<file path="src/rtl/boot_strap_map.vh">
`ifndef BOOT_STRAP_MAP_VH
`define BOOT_STRAP_MAP_VH

// Number of general-purpose pins handled by the pin mux.
`define PIN_COUNT 32

// Pin indices of the documented pins.
`define PIN_OTA_STRAP 2
`define PIN_RTS 5
`define PIN_TX 6
`define PIN_CTS 7
`define PIN_RX 8
`define PIN_FLASH_SEL 12
`define PIN_RUN_STRAP 13
`define PIN_FLASH_DIN 14
`define PIN_FLASH_CLK 16
`define PIN_FLASH_DOUT 20
`define PIN_SPI_DOUT 23
`define PIN_SPI_CLK 25
`define PIN_I2C_SDA 26
`define PIN_I2C_SCL 27

// Pin defaults after reset: output enable, output level, pull-up, pull-down.
`define DEF_OE 32'h0000_0060
`define DEF_OUT 32'h0000_0040
`define DEF_PULL_UP 32'hffff_d91b
`define DEF_PULL_DN 32'h0000_2084

// Timing: system clock period in ns, reset hold in ms, calibration interval in s.
`define CLK_PERIOD_NS 10
`define RESET_HOLD_MS 100
`define RESET_HOLD_CYCLES ((`RESET_HOLD_MS * 1000000) / `CLK_PERIOD_NS)
`define CAL_INTERVAL_S 8
`define CAL_INTERVAL_CYCLES (`CAL_INTERVAL_S * (1000000000 / `CLK_PERIOD_NS))

// Boot modes, one-hot.
`define MODE_WIDTH 4
`define MODE_AUTORUN 4'h1
`define MODE_COMMAND 4'h2
`define MODE_DEVELOP 4'h4
`define MODE_BRIDGE 4'h8

`endif

</file>
<file path="src/rtl/boot_strap_pin_defaults.v">
`timescale 1ns/1ns
`default_nettype none
`include "boot_strap_map.vh"

module boot_strap_pin_defaults #(
   parameter [31:0] RESET_HOLD_CYCLES = `RESET_HOLD_CYCLES,
   parameter [31:0] CAL_INTERVAL_CYCLES = `CAL_INTERVAL_CYCLES
)
(
   // Clock and reset
   input wire clk_sys,
   input wire srst,
   // Reset and strap pins
   input wire system_reset_low,
   input wire ota_download_strap,
   input wire run_mode_strap_low,
   // Firmware status and requests
   input wire script_stored,
   input wire uart_open,
   input wire spi_open,
   input wire i2c_open,
   input wire flash_open,
   input wire rc_osc_in_use,
   input wire cmd_request,
   input wire script_load_request,
   // Software pin configuration
   input wire [`PIN_COUNT-1:0] sw_cfg_write,
   input wire [`PIN_COUNT-1:0] sw_oe,
   input wire [`PIN_COUNT-1:0] sw_out,
   input wire [`PIN_COUNT-1:0] sw_pull_up,
   input wire [`PIN_COUNT-1:0] sw_pull_dn,
   // Peripheral signals routed onto pins
   input wire uart_tx,
   input wire uart_rts_low,
   input wire spi_clk,
   input wire spi_dout,
   input wire i2c_scl_oe,
   input wire i2c_sda_oe,
   input wire flash_clk,
   input wire flash_dout,
   input wire flash_sel_low,
   // Pin pads
   input wire [`PIN_COUNT-1:0] pin_in,
   output reg [`PIN_COUNT-1:0] pin_out,
   output reg [`PIN_COUNT-1:0] pin_oe,
   output reg [`PIN_COUNT-1:0] pin_pull_up,
   output reg [`PIN_COUNT-1:0] pin_pull_dn,
   // Peripheral inputs from pins
   output wire uart_rx,
   output wire uart_cts_low,
   output wire flash_din,
   // Status
   output reg [`MODE_WIDTH-1:0] boot_mode,
   output reg module_reset,
   output reg bridge_active,
   output wire cmd_accept,
   output wire script_load_accept,
   output reg rc_cal_pulse
);

////////////////////////////////////////////////////////////////////////////////

localparam ST_HOLD = 3'b001;
localparam ST_SAMPLE = 3'b010;
localparam ST_RUN = 3'b100;

reg [2:0] state_reg;
reg [31:0] hold_cnt_reg;
reg ota_reg;
reg run_low_reg;
reg [`PIN_COUNT-1:0] cfg_oe_reg;
reg [`PIN_COUNT-1:0] cfg_out_reg;
reg [`PIN_COUNT-1:0] cfg_up_reg;
reg [`PIN_COUNT-1:0] cfg_dn_reg;
wire [2:0] strap_sync;
wire [`PIN_COUNT-1:0] pin_sync;
wire cal_tick;
wire reset_low_seen;
wire uart_on;
wire [`PIN_COUNT-1:0] alt_mask;

pin_sync2 #(
   .WIDTH(3),
   .INIT(3'b100)
) u_strap_sync (
   .clk_sys(clk_sys),
   .srst(1'b0), // Kept out of reset so the straps have settled when reset ends.
   .async_in({system_reset_low, ota_download_strap, run_mode_strap_low}),
   .sync_out(strap_sync)
);

pin_sync2 #(
   .WIDTH(`PIN_COUNT),
   .INIT(32'h0000_0000)
) u_pin_sync (
   .clk_sys(clk_sys),
   .srst(1'b0), // A reset value here would fake a start bit on receive.
   .async_in(pin_in),
   .sync_out(pin_sync)
);

assign reset_low_seen = !strap_sync[2];

////////////////////////////////////////////////////////////////////////////////
// Reset pin qualification and strap capture.

// A glitch shorter than the hold time never resets the pins, since the count
// restarts whenever the pin returns high before the hold is reached.
always @(posedge clk_sys)
begin
   if (srst)
   begin
      state_reg <= ST_SAMPLE;
      hold_cnt_reg <= 32'h0000_0000;
      module_reset <= 1'b1;
      ota_reg <= 1'b0;
      run_low_reg <= 1'b0;
   end
   else
   begin
      case (state_reg)
         ST_HOLD:
         begin
            module_reset <= 1'b1;
            if (!reset_low_seen)
               state_reg <= ST_SAMPLE;
         end
         ST_SAMPLE:
         begin
            ota_reg <= strap_sync[1];
            run_low_reg <= !strap_sync[0];
            module_reset <= 1'b0;
            hold_cnt_reg <= 32'h0000_0000;
            state_reg <= ST_RUN;
         end
         ST_RUN:
         begin
            if (reset_low_seen)
            begin
               if (hold_cnt_reg == RESET_HOLD_CYCLES - 32'h0000_0001)
               begin
                  state_reg <= ST_HOLD;
                  module_reset <= 1'b1;
               end
               else
                  hold_cnt_reg <= hold_cnt_reg + 32'h0000_0001;
            end
            else
               hold_cnt_reg <= 32'h0000_0000;
         end
         default:
         begin
            state_reg <= ST_SAMPLE;
            module_reset <= 1'b1;
         end
      endcase
   end
end

////////////////////////////////////////////////////////////////////////////////
// Boot mode decision.

always @(posedge clk_sys)
begin
   if (srst || module_reset)
   begin
      boot_mode <= `MODE_COMMAND;
      bridge_active <= 1'b0;
   end
   else if (ota_reg && !run_low_reg)
   begin
      boot_mode <= `MODE_BRIDGE;
      bridge_active <= 1'b1;
   end
   else if (run_low_reg && script_stored)
   begin
      boot_mode <= `MODE_AUTORUN;
      bridge_active <= 1'b0;
   end
   else if (!script_stored)
   begin
      boot_mode <= `MODE_COMMAND;
      bridge_active <= 1'b0;
   end
   else
   begin
      boot_mode <= `MODE_DEVELOP;
      bridge_active <= 1'b0;
   end
end

assign cmd_accept = cmd_request && !bridge_active && !module_reset;
assign script_load_accept = script_load_request && !bridge_active && !module_reset;

////////////////////////////////////////////////////////////////////////////////
// Pin configuration registers.

// Autorun firmware leaves pins five to eight as plain digital pins.
assign uart_on = uart_open && (boot_mode != `MODE_AUTORUN);

function is_alt;
   input integer idx;
   input uart_en, spi_en, i2c_en, flash_en; // Passed in so the mask follows every change.
   begin
      is_alt = ((idx == `PIN_RTS || idx == `PIN_TX || idx == `PIN_CTS || idx == `PIN_RX) && uart_en)
         || ((idx == `PIN_SPI_DOUT || idx == `PIN_SPI_CLK) && spi_en)
         || ((idx == `PIN_I2C_SDA || idx == `PIN_I2C_SCL) && i2c_en)
         || ((idx == `PIN_FLASH_SEL || idx == `PIN_FLASH_DIN || idx == `PIN_FLASH_CLK
              || idx == `PIN_FLASH_DOUT) && flash_en);
   end
endfunction

genvar gi;
generate
   for (gi = 0; gi < `PIN_COUNT; gi = gi + 1)
   begin : g_pin
      assign alt_mask[gi] = is_alt(gi, uart_on, spi_open, i2c_open, flash_open);

      always @(posedge clk_sys)
      begin
         if (srst || module_reset)
         begin
            cfg_oe_reg[gi] <= |(`DEF_OE & (32'h0000_0001 << gi));
            cfg_out_reg[gi] <= |(`DEF_OUT & (32'h0000_0001 << gi));
            cfg_up_reg[gi] <= |(`DEF_PULL_UP & (32'h0000_0001 << gi));
            cfg_dn_reg[gi] <= |(`DEF_PULL_DN & (32'h0000_0001 << gi));
         end
         else if (sw_cfg_write[gi])
         begin
            cfg_oe_reg[gi] <= sw_oe[gi];
            cfg_out_reg[gi] <= sw_out[gi];
            cfg_up_reg[gi] <= sw_pull_up[gi];
            cfg_dn_reg[gi] <= sw_pull_dn[gi];
         end
      end
   end
endgenerate

////////////////////////////////////////////////////////////////////////////////
// Pad drive: alternate functions override the software settings.

always @(posedge clk_sys)
begin
   if (srst || module_reset)
   begin
      pin_out <= `DEF_OUT;
      pin_oe <= `DEF_OE;
      pin_pull_up <= `DEF_PULL_UP;
      pin_pull_dn <= `DEF_PULL_DN;
   end
   else
   begin
      pin_out <= cfg_out_reg;
      pin_oe <= cfg_oe_reg;
      pin_pull_up <= cfg_up_reg & ~alt_mask;
      pin_pull_dn <= cfg_dn_reg & ~alt_mask;
      if (uart_on)
      begin
         pin_out[`PIN_TX] <= uart_tx;
         pin_oe[`PIN_TX] <= 1'b1;
         pin_out[`PIN_RTS] <= uart_rts_low;
         pin_oe[`PIN_RTS] <= 1'b1;
         pin_oe[`PIN_RX] <= 1'b0;
         pin_oe[`PIN_CTS] <= 1'b0;
      end
      if (spi_open)
      begin
         pin_out[`PIN_SPI_CLK] <= spi_clk;
         pin_oe[`PIN_SPI_CLK] <= 1'b1;
         pin_out[`PIN_SPI_DOUT] <= spi_dout;
         pin_oe[`PIN_SPI_DOUT] <= 1'b1;
      end
      if (i2c_open)
      begin
         // Open drain: the lines rely on external pull-up resistors.
         pin_out[`PIN_I2C_SCL] <= 1'b0;
         pin_oe[`PIN_I2C_SCL] <= i2c_scl_oe;
         pin_out[`PIN_I2C_SDA] <= 1'b0;
         pin_oe[`PIN_I2C_SDA] <= i2c_sda_oe;
      end
      if (flash_open)
      begin
         pin_out[`PIN_FLASH_CLK] <= flash_clk;
         pin_oe[`PIN_FLASH_CLK] <= 1'b1;
         pin_out[`PIN_FLASH_DOUT] <= flash_dout;
         pin_oe[`PIN_FLASH_DOUT] <= 1'b1;
         pin_out[`PIN_FLASH_SEL] <= flash_sel_low;
         pin_oe[`PIN_FLASH_SEL] <= 1'b1;
         pin_oe[`PIN_FLASH_DIN] <= 1'b0;
      end
   end
end

// Idle-high receive and deasserted-high clear-to-send when the UART is closed.
assign uart_rx = uart_on ? pin_sync[`PIN_RX] : 1'b1;
assign uart_cts_low = uart_on ? pin_sync[`PIN_CTS] : 1'b1;
assign flash_din = flash_open ? pin_sync[`PIN_FLASH_DIN] : 1'b0;

////////////////////////////////////////////////////////////////////////////////
// RC oscillator recalibration request.

sync_pulse_timer #(
   .WIDTH(32),
   .LIMIT(CAL_INTERVAL_CYCLES)
) u_cal_timer (
   .clk_sys(clk_sys),
   .srst(srst || module_reset),
   .run(rc_osc_in_use),
   .tick(cal_tick)
);

always @(posedge clk_sys)
begin
   if (srst)
      rc_cal_pulse <= 1'b0;
   else
      rc_cal_pulse <= cal_tick;
end

endmodule
`default_nettype wire

</file>
<file path="src/rtl/sync_pulse_timer.v">
`timescale 1ns/1ns
`default_nettype none

// Counts enabled cycles and pulses once every LIMIT cycles.
module sync_pulse_timer #(
   parameter WIDTH = 32,
   parameter [WIDTH-1:0] LIMIT = 32'd10
)
(
   // Clock and reset
   input wire clk_sys,
   input wire srst,
   // Control
   input wire run,
   // Result
   output reg tick
);

reg [WIDTH-1:0] count_reg;

always @(posedge clk_sys)
begin
   if (srst || !run)
   begin
      count_reg <= {WIDTH{1'b0}};
      tick <= 1'b0;
   end
   else if (count_reg == LIMIT - 1'b1)
   begin
      count_reg <= {WIDTH{1'b0}};
      tick <= 1'b1;
   end
   else
   begin
      count_reg <= count_reg + 1'b1;
      tick <= 1'b0;
   end
end

endmodule
`default_nettype wire

</file>
<file path="src/rtl/pin_sync2.v">
`timescale 1ns/1ns
`default_nettype none

// Two-flop synchroniser for a bundle of pin inputs.
module pin_sync2 #(
   parameter WIDTH = 1,
   parameter [WIDTH-1:0] INIT = 1'b0
)
(
   // Clock and reset
   input wire clk_sys,
   input wire srst,
   // Pins
   input wire [WIDTH-1:0] async_in,
   // Synchronised result
   output reg [WIDTH-1:0] sync_out
);

reg [WIDTH-1:0] meta_reg;

always @(posedge clk_sys)
begin
   if (srst)
   begin
      meta_reg <= INIT;
      sync_out <= INIT;
   end
   else
   begin
      meta_reg <= async_in;
      sync_out <= meta_reg;
   end
end

endmodule
`default_nettype wire

</file>
<file path="config.mk">
export PLATFORM = sky130hd
export DESIGN_NAME = boot_strap_pin_defaults
export DESIGN_NICKNAME = d
export VERILOG_FILES = /design/src/rtl/boot_strap_pin_defaults.v /design/src/rtl/sync_pulse_timer.v /design/src/rtl/pin_sync2.v
export VERILOG_INCLUDE_DIRS = /design/src /design/src/rtl
export SDC_FILE = /design/constraint.sdc
export NUM_CORES = 1
export LEC_CHECK = 0
export BUFFER_PORTS_ARGS = -buffer_cell sky130_fd_sc_hd__buf_2
export CAP_MARGIN = 5
export CORE_MARGIN = 2
export CORE_UTILIZATION = 55
export CTS_BUF_LIST = sky130_fd_sc_hd__clkbuf_16
export CTS_CLUSTER_DIAMETER = 120
export DETAILED_ROUTE_END_ITERATION = 16
export GPL_TIMING_DRIVEN = 0
export PLACE_DENSITY = 0.87
export SETUP_SLACK_MARGIN = 0.5
export SYNTH_ARGS = -nofsm -noshare
export SYNTH_HDL_FRONTEND = slang
export SYNTH_SLANG_ARGS = --single-unit
</file>
<file path="constraint.sdc">
create_clock -name clk_sys -period 2.7 [get_ports clk_sys]
set_input_delay 0.54 -clock clk_sys [delete_from_list [all_inputs] [get_ports clk_sys]]
set_output_delay 0.54 -clock clk_sys [all_outputs]
set_load 0.01 [all_outputs]
</file>
==> results.json <==
{
  "slew-limit-headroom_pct": 38.1,
  "cts_root_buf": "clkbuf_16",
  "ys_seq_area_share_pct": 56.2,
  "critical_path_class": "flip-flop to output pin",
  "finalPower_mw": 11.3,
  "min_period_ps": 2210,
  "fp.dieW_um": 153,
  "final-hold-violation-count": 0,
  "ant_nets": 0,
  "clock_skew_ps": 14.0,
  "place_area_um2": 14100,
  "synth.most_common_cell": "dfxtp_1",
  "synth_compound_area_share_pct": 6.26,
  "peakVddDrop_mv": 0.493,
  "netlist_area_um2": 12300,
  "synth_cells": 1219,
  "overflow": 0,
  "grt_util_met2_pct": 51.7,
  "synth_fa_ha_area_share_pct": 0.204,
  "cap_viol_max_count": 0,
  "drc": 0,
  "die_h_um": 153,
  "status": "finished, final reports clean",
  "r2r_end": "state_reg[0]",
  "multi_input_area_um2": 4970,
  "path_clk_slew_ps": 60,
  "insertion_delay_ps": 510,
  "syn-num-nets": 1435,
  "combPwrFrac_pct": 10.7,
  "critPathArrivalTime_ps": 1670,
  "rsz0062_at_grt": "true",
  "ys_seq_elements": 344,
  "ys.flop_type": "dfxtp_1",
  "hold_depth": 1,
  "synth_common_cells": "dfxtp_1 (344), nor2_1 (167), mux2i_1 (130)",
  "numCtsBuffers": 36,
  "core_area_um2": 21800,
  "grt_pass1_vias": 10200,
  "whs_endpoint": "u_pin_sync.meta_reg[14]",
  "setup_tns_ps": 0,
  "portBuffers": 290,
  "synth_area_leaders": "dfxtp_1 (56%), mux2i_1 (11%), nor2_1 (5.1%)",
  "fin_hold_ws_ps": 128,
  "place.gp.congestion": 0.926,
  "htree_levels": 2,
  "use_met3_pct": 5.36,
  "p_clk_share_pct": 41.6,
  "synth_warnings": 0,
  "pre_cts_slack_ps": -228,
  "synth_edf_count": 0,
  "wl_per_cell_um": 19.5,
  "synthSimpleGateAreaFrac_pct": 21.2,
  "synthMuxAreaShare_pct": 10.6,
  "tightest_slew_ps": 929,
  "swShare_pct": 25.5,
  "cts_tree": "built",
  "layout.cells.non_filler": 1869,
  "fillers": 1582,
  "clockBufferDepth": 3,
  "avgSynthCellArea_um2": 10.1,
  "drv_slew": 0,
  "min_from": "pin_in[14]",
  "io_pins": 354,
  "cp-start-kind": "flip-flop",
  "drt-initial-drc-count": 669,
  "final_area_um2": 15300,
  "hold_path.class": "primary input to flip-flop",
  "setup_violations": 0,
  "synth_top_area_share_pct": 56.2,
  "reg2reg_from": "hold_cnt_reg[0]",
  "floorplan.initialDensity_pct": 56.2,
  "final_util_pct": 70.1,
  "layout.nets": 1767,
  "fmax_mhz": 452,
  "area_growth_pct": 24.8,
  "setup_ws_ps": 488,
  "cp_max_fo": 10,
  "grt_max_degree": 14,
  "p_leak_nw": 6.73,
  "cts.sinks": 344,
  "async_flop_share_pct": 0,
  "required_ps": 2160,
  "final.period_utilization_pct": 81.9,
  "rows": 54,
  "p_int_mw": 8.41,
  "met1_usage_pct": 35.6,
  "ys_types": 58,
  "antenna_found_initial": 16,
  "cts-hold-fix-buffers": 0,
  "drive_gt1_share_pct": 24.8,
  "dr.pass1.iters": 5,
  "power_density_nw_per_um2": 738,
  "grt_pass1_wl_mm": 55.3,
  "vias_per_cell": 5.57,
  "seq_area_um2": 6890,
  "dp.cells": 1789,
  "cp-end-kind": "output pin",
  "synth_area_leader_cell": "dfxtp_1",
  "regToRegSetupSlack_ps": 620,
  "top_usage_layer": "met2",
  "die-area_um2": 23500,
  "yosys.area_share.xor_xnor_pct": 2.00,
  "reg2reg_depth": 8,
  "seqPwrFrac_pct": 47.7,
  "place_hpwl_mm": 25.9,
  "wl_mm": 36.5,
  "p_sw_mw": 2.88,
  "grtUsageTotal_pct": 29.8,
  "vias": 10400,
  "synth_top_family_by_area": "simple AND/OR/NAND/NOR gates"
}
==> critical path, stage by stage (launching register included) <==
cell	delay, ps
dfxtp_1	560
buf_2	350
nor3b_1	100
buf_2	160
==> worst max path at each step <==
stage	slack, ps	cells past startpoint	start	end
finish	490	3	module_reset	cmd_accept
global route	470	3	module_reset	cmd_accept
CTS	500	5	module_reset	cfg_oe_reg[4]
detailed placement	-230	6	srst	pin_oe[26]
global placement	-190	6	srst	pin_oe[20]
floorplan	870	6	srst	cfg_dn_reg[0]
==> power by group through the flow <==
stage	Sequential, mW	Combinational [mW]	Clock [mW]
2_1_floorplan	5.49	0.643	0
5_1_grt	5.41	1.30	4.96
3_5_place_dp	5.49	1.17	0
6_report	5.39	1.21	4.69
4_1_cts	5.39	1.19	4.73
3_3_place_gp	5.48	1.14	0
==> routing by layer <==
| metal | share of wire, % | up-vias | wire, um |
|---|---|---|---|
| li1 | - | 4861 | - |
| met1 | 39 | 4978 | 14300 |
| met2 | 49 | 471 | 17900 |
| met3 | 6.6 | 105 | 2430 |
| met4 | 4.9 | 0 | 1780 |
| met5 | 0 | - | 0 |
==> what timing repair did <==
action,in CTS,in global routing
resized for setup,8,19
endpoints found under the setup margin,130,127
pin swaps,2,4
setup buffers,1,3
==> cell type report <==
| type | count | share of cell area, % |
|---|---|---|
| antenna | 16 | 0.262 |
| buffer | 94 | 2.61 |
| clock buffer | 38 | 6.21 |
| clock inverter | 22 | 1.08 |
| inverter | 16 | 0.392 |
| multi-input combinational | 765 | 32.5 |
| sequential | 344 | 45.0 |
| tap | 280 | 2.29 |
| timing repair buffer | 294 | 9.68 |
==> cell families (layout without fill, tap and decap cells) <==
group | count (synthesis) | in the layout
xor+xnor | 28 | 28
mux | 130 | 130
flops | 344 | 344
fa+ha+maj | 2 | 2
simple gates | 497 | 497
buf+inv | 110 | 464
other cells | 0 | 16
compound gates | 108 | 108
==> cell usage in the layout (no fill, tap or decap), drive strengths merged, types with 7 or more instances in the layout <==
cell,count
buf,342
nor2,169
diode,16
or3,22
a21oi,11
o21ai,24
xor2,22
mux2i,130
dfxtp,344
o211ai,14
a311oi,11
and4,10
nor4,11
inv,25
and2,82
a41oi,7
a31oi,14
nand2,74
nand4,29
nor3,11
and3,26
clkinv,10
clkbuf,84
nor3b,8
nand3,28
No activity file was read; power rests on OpenSTA's default activity.
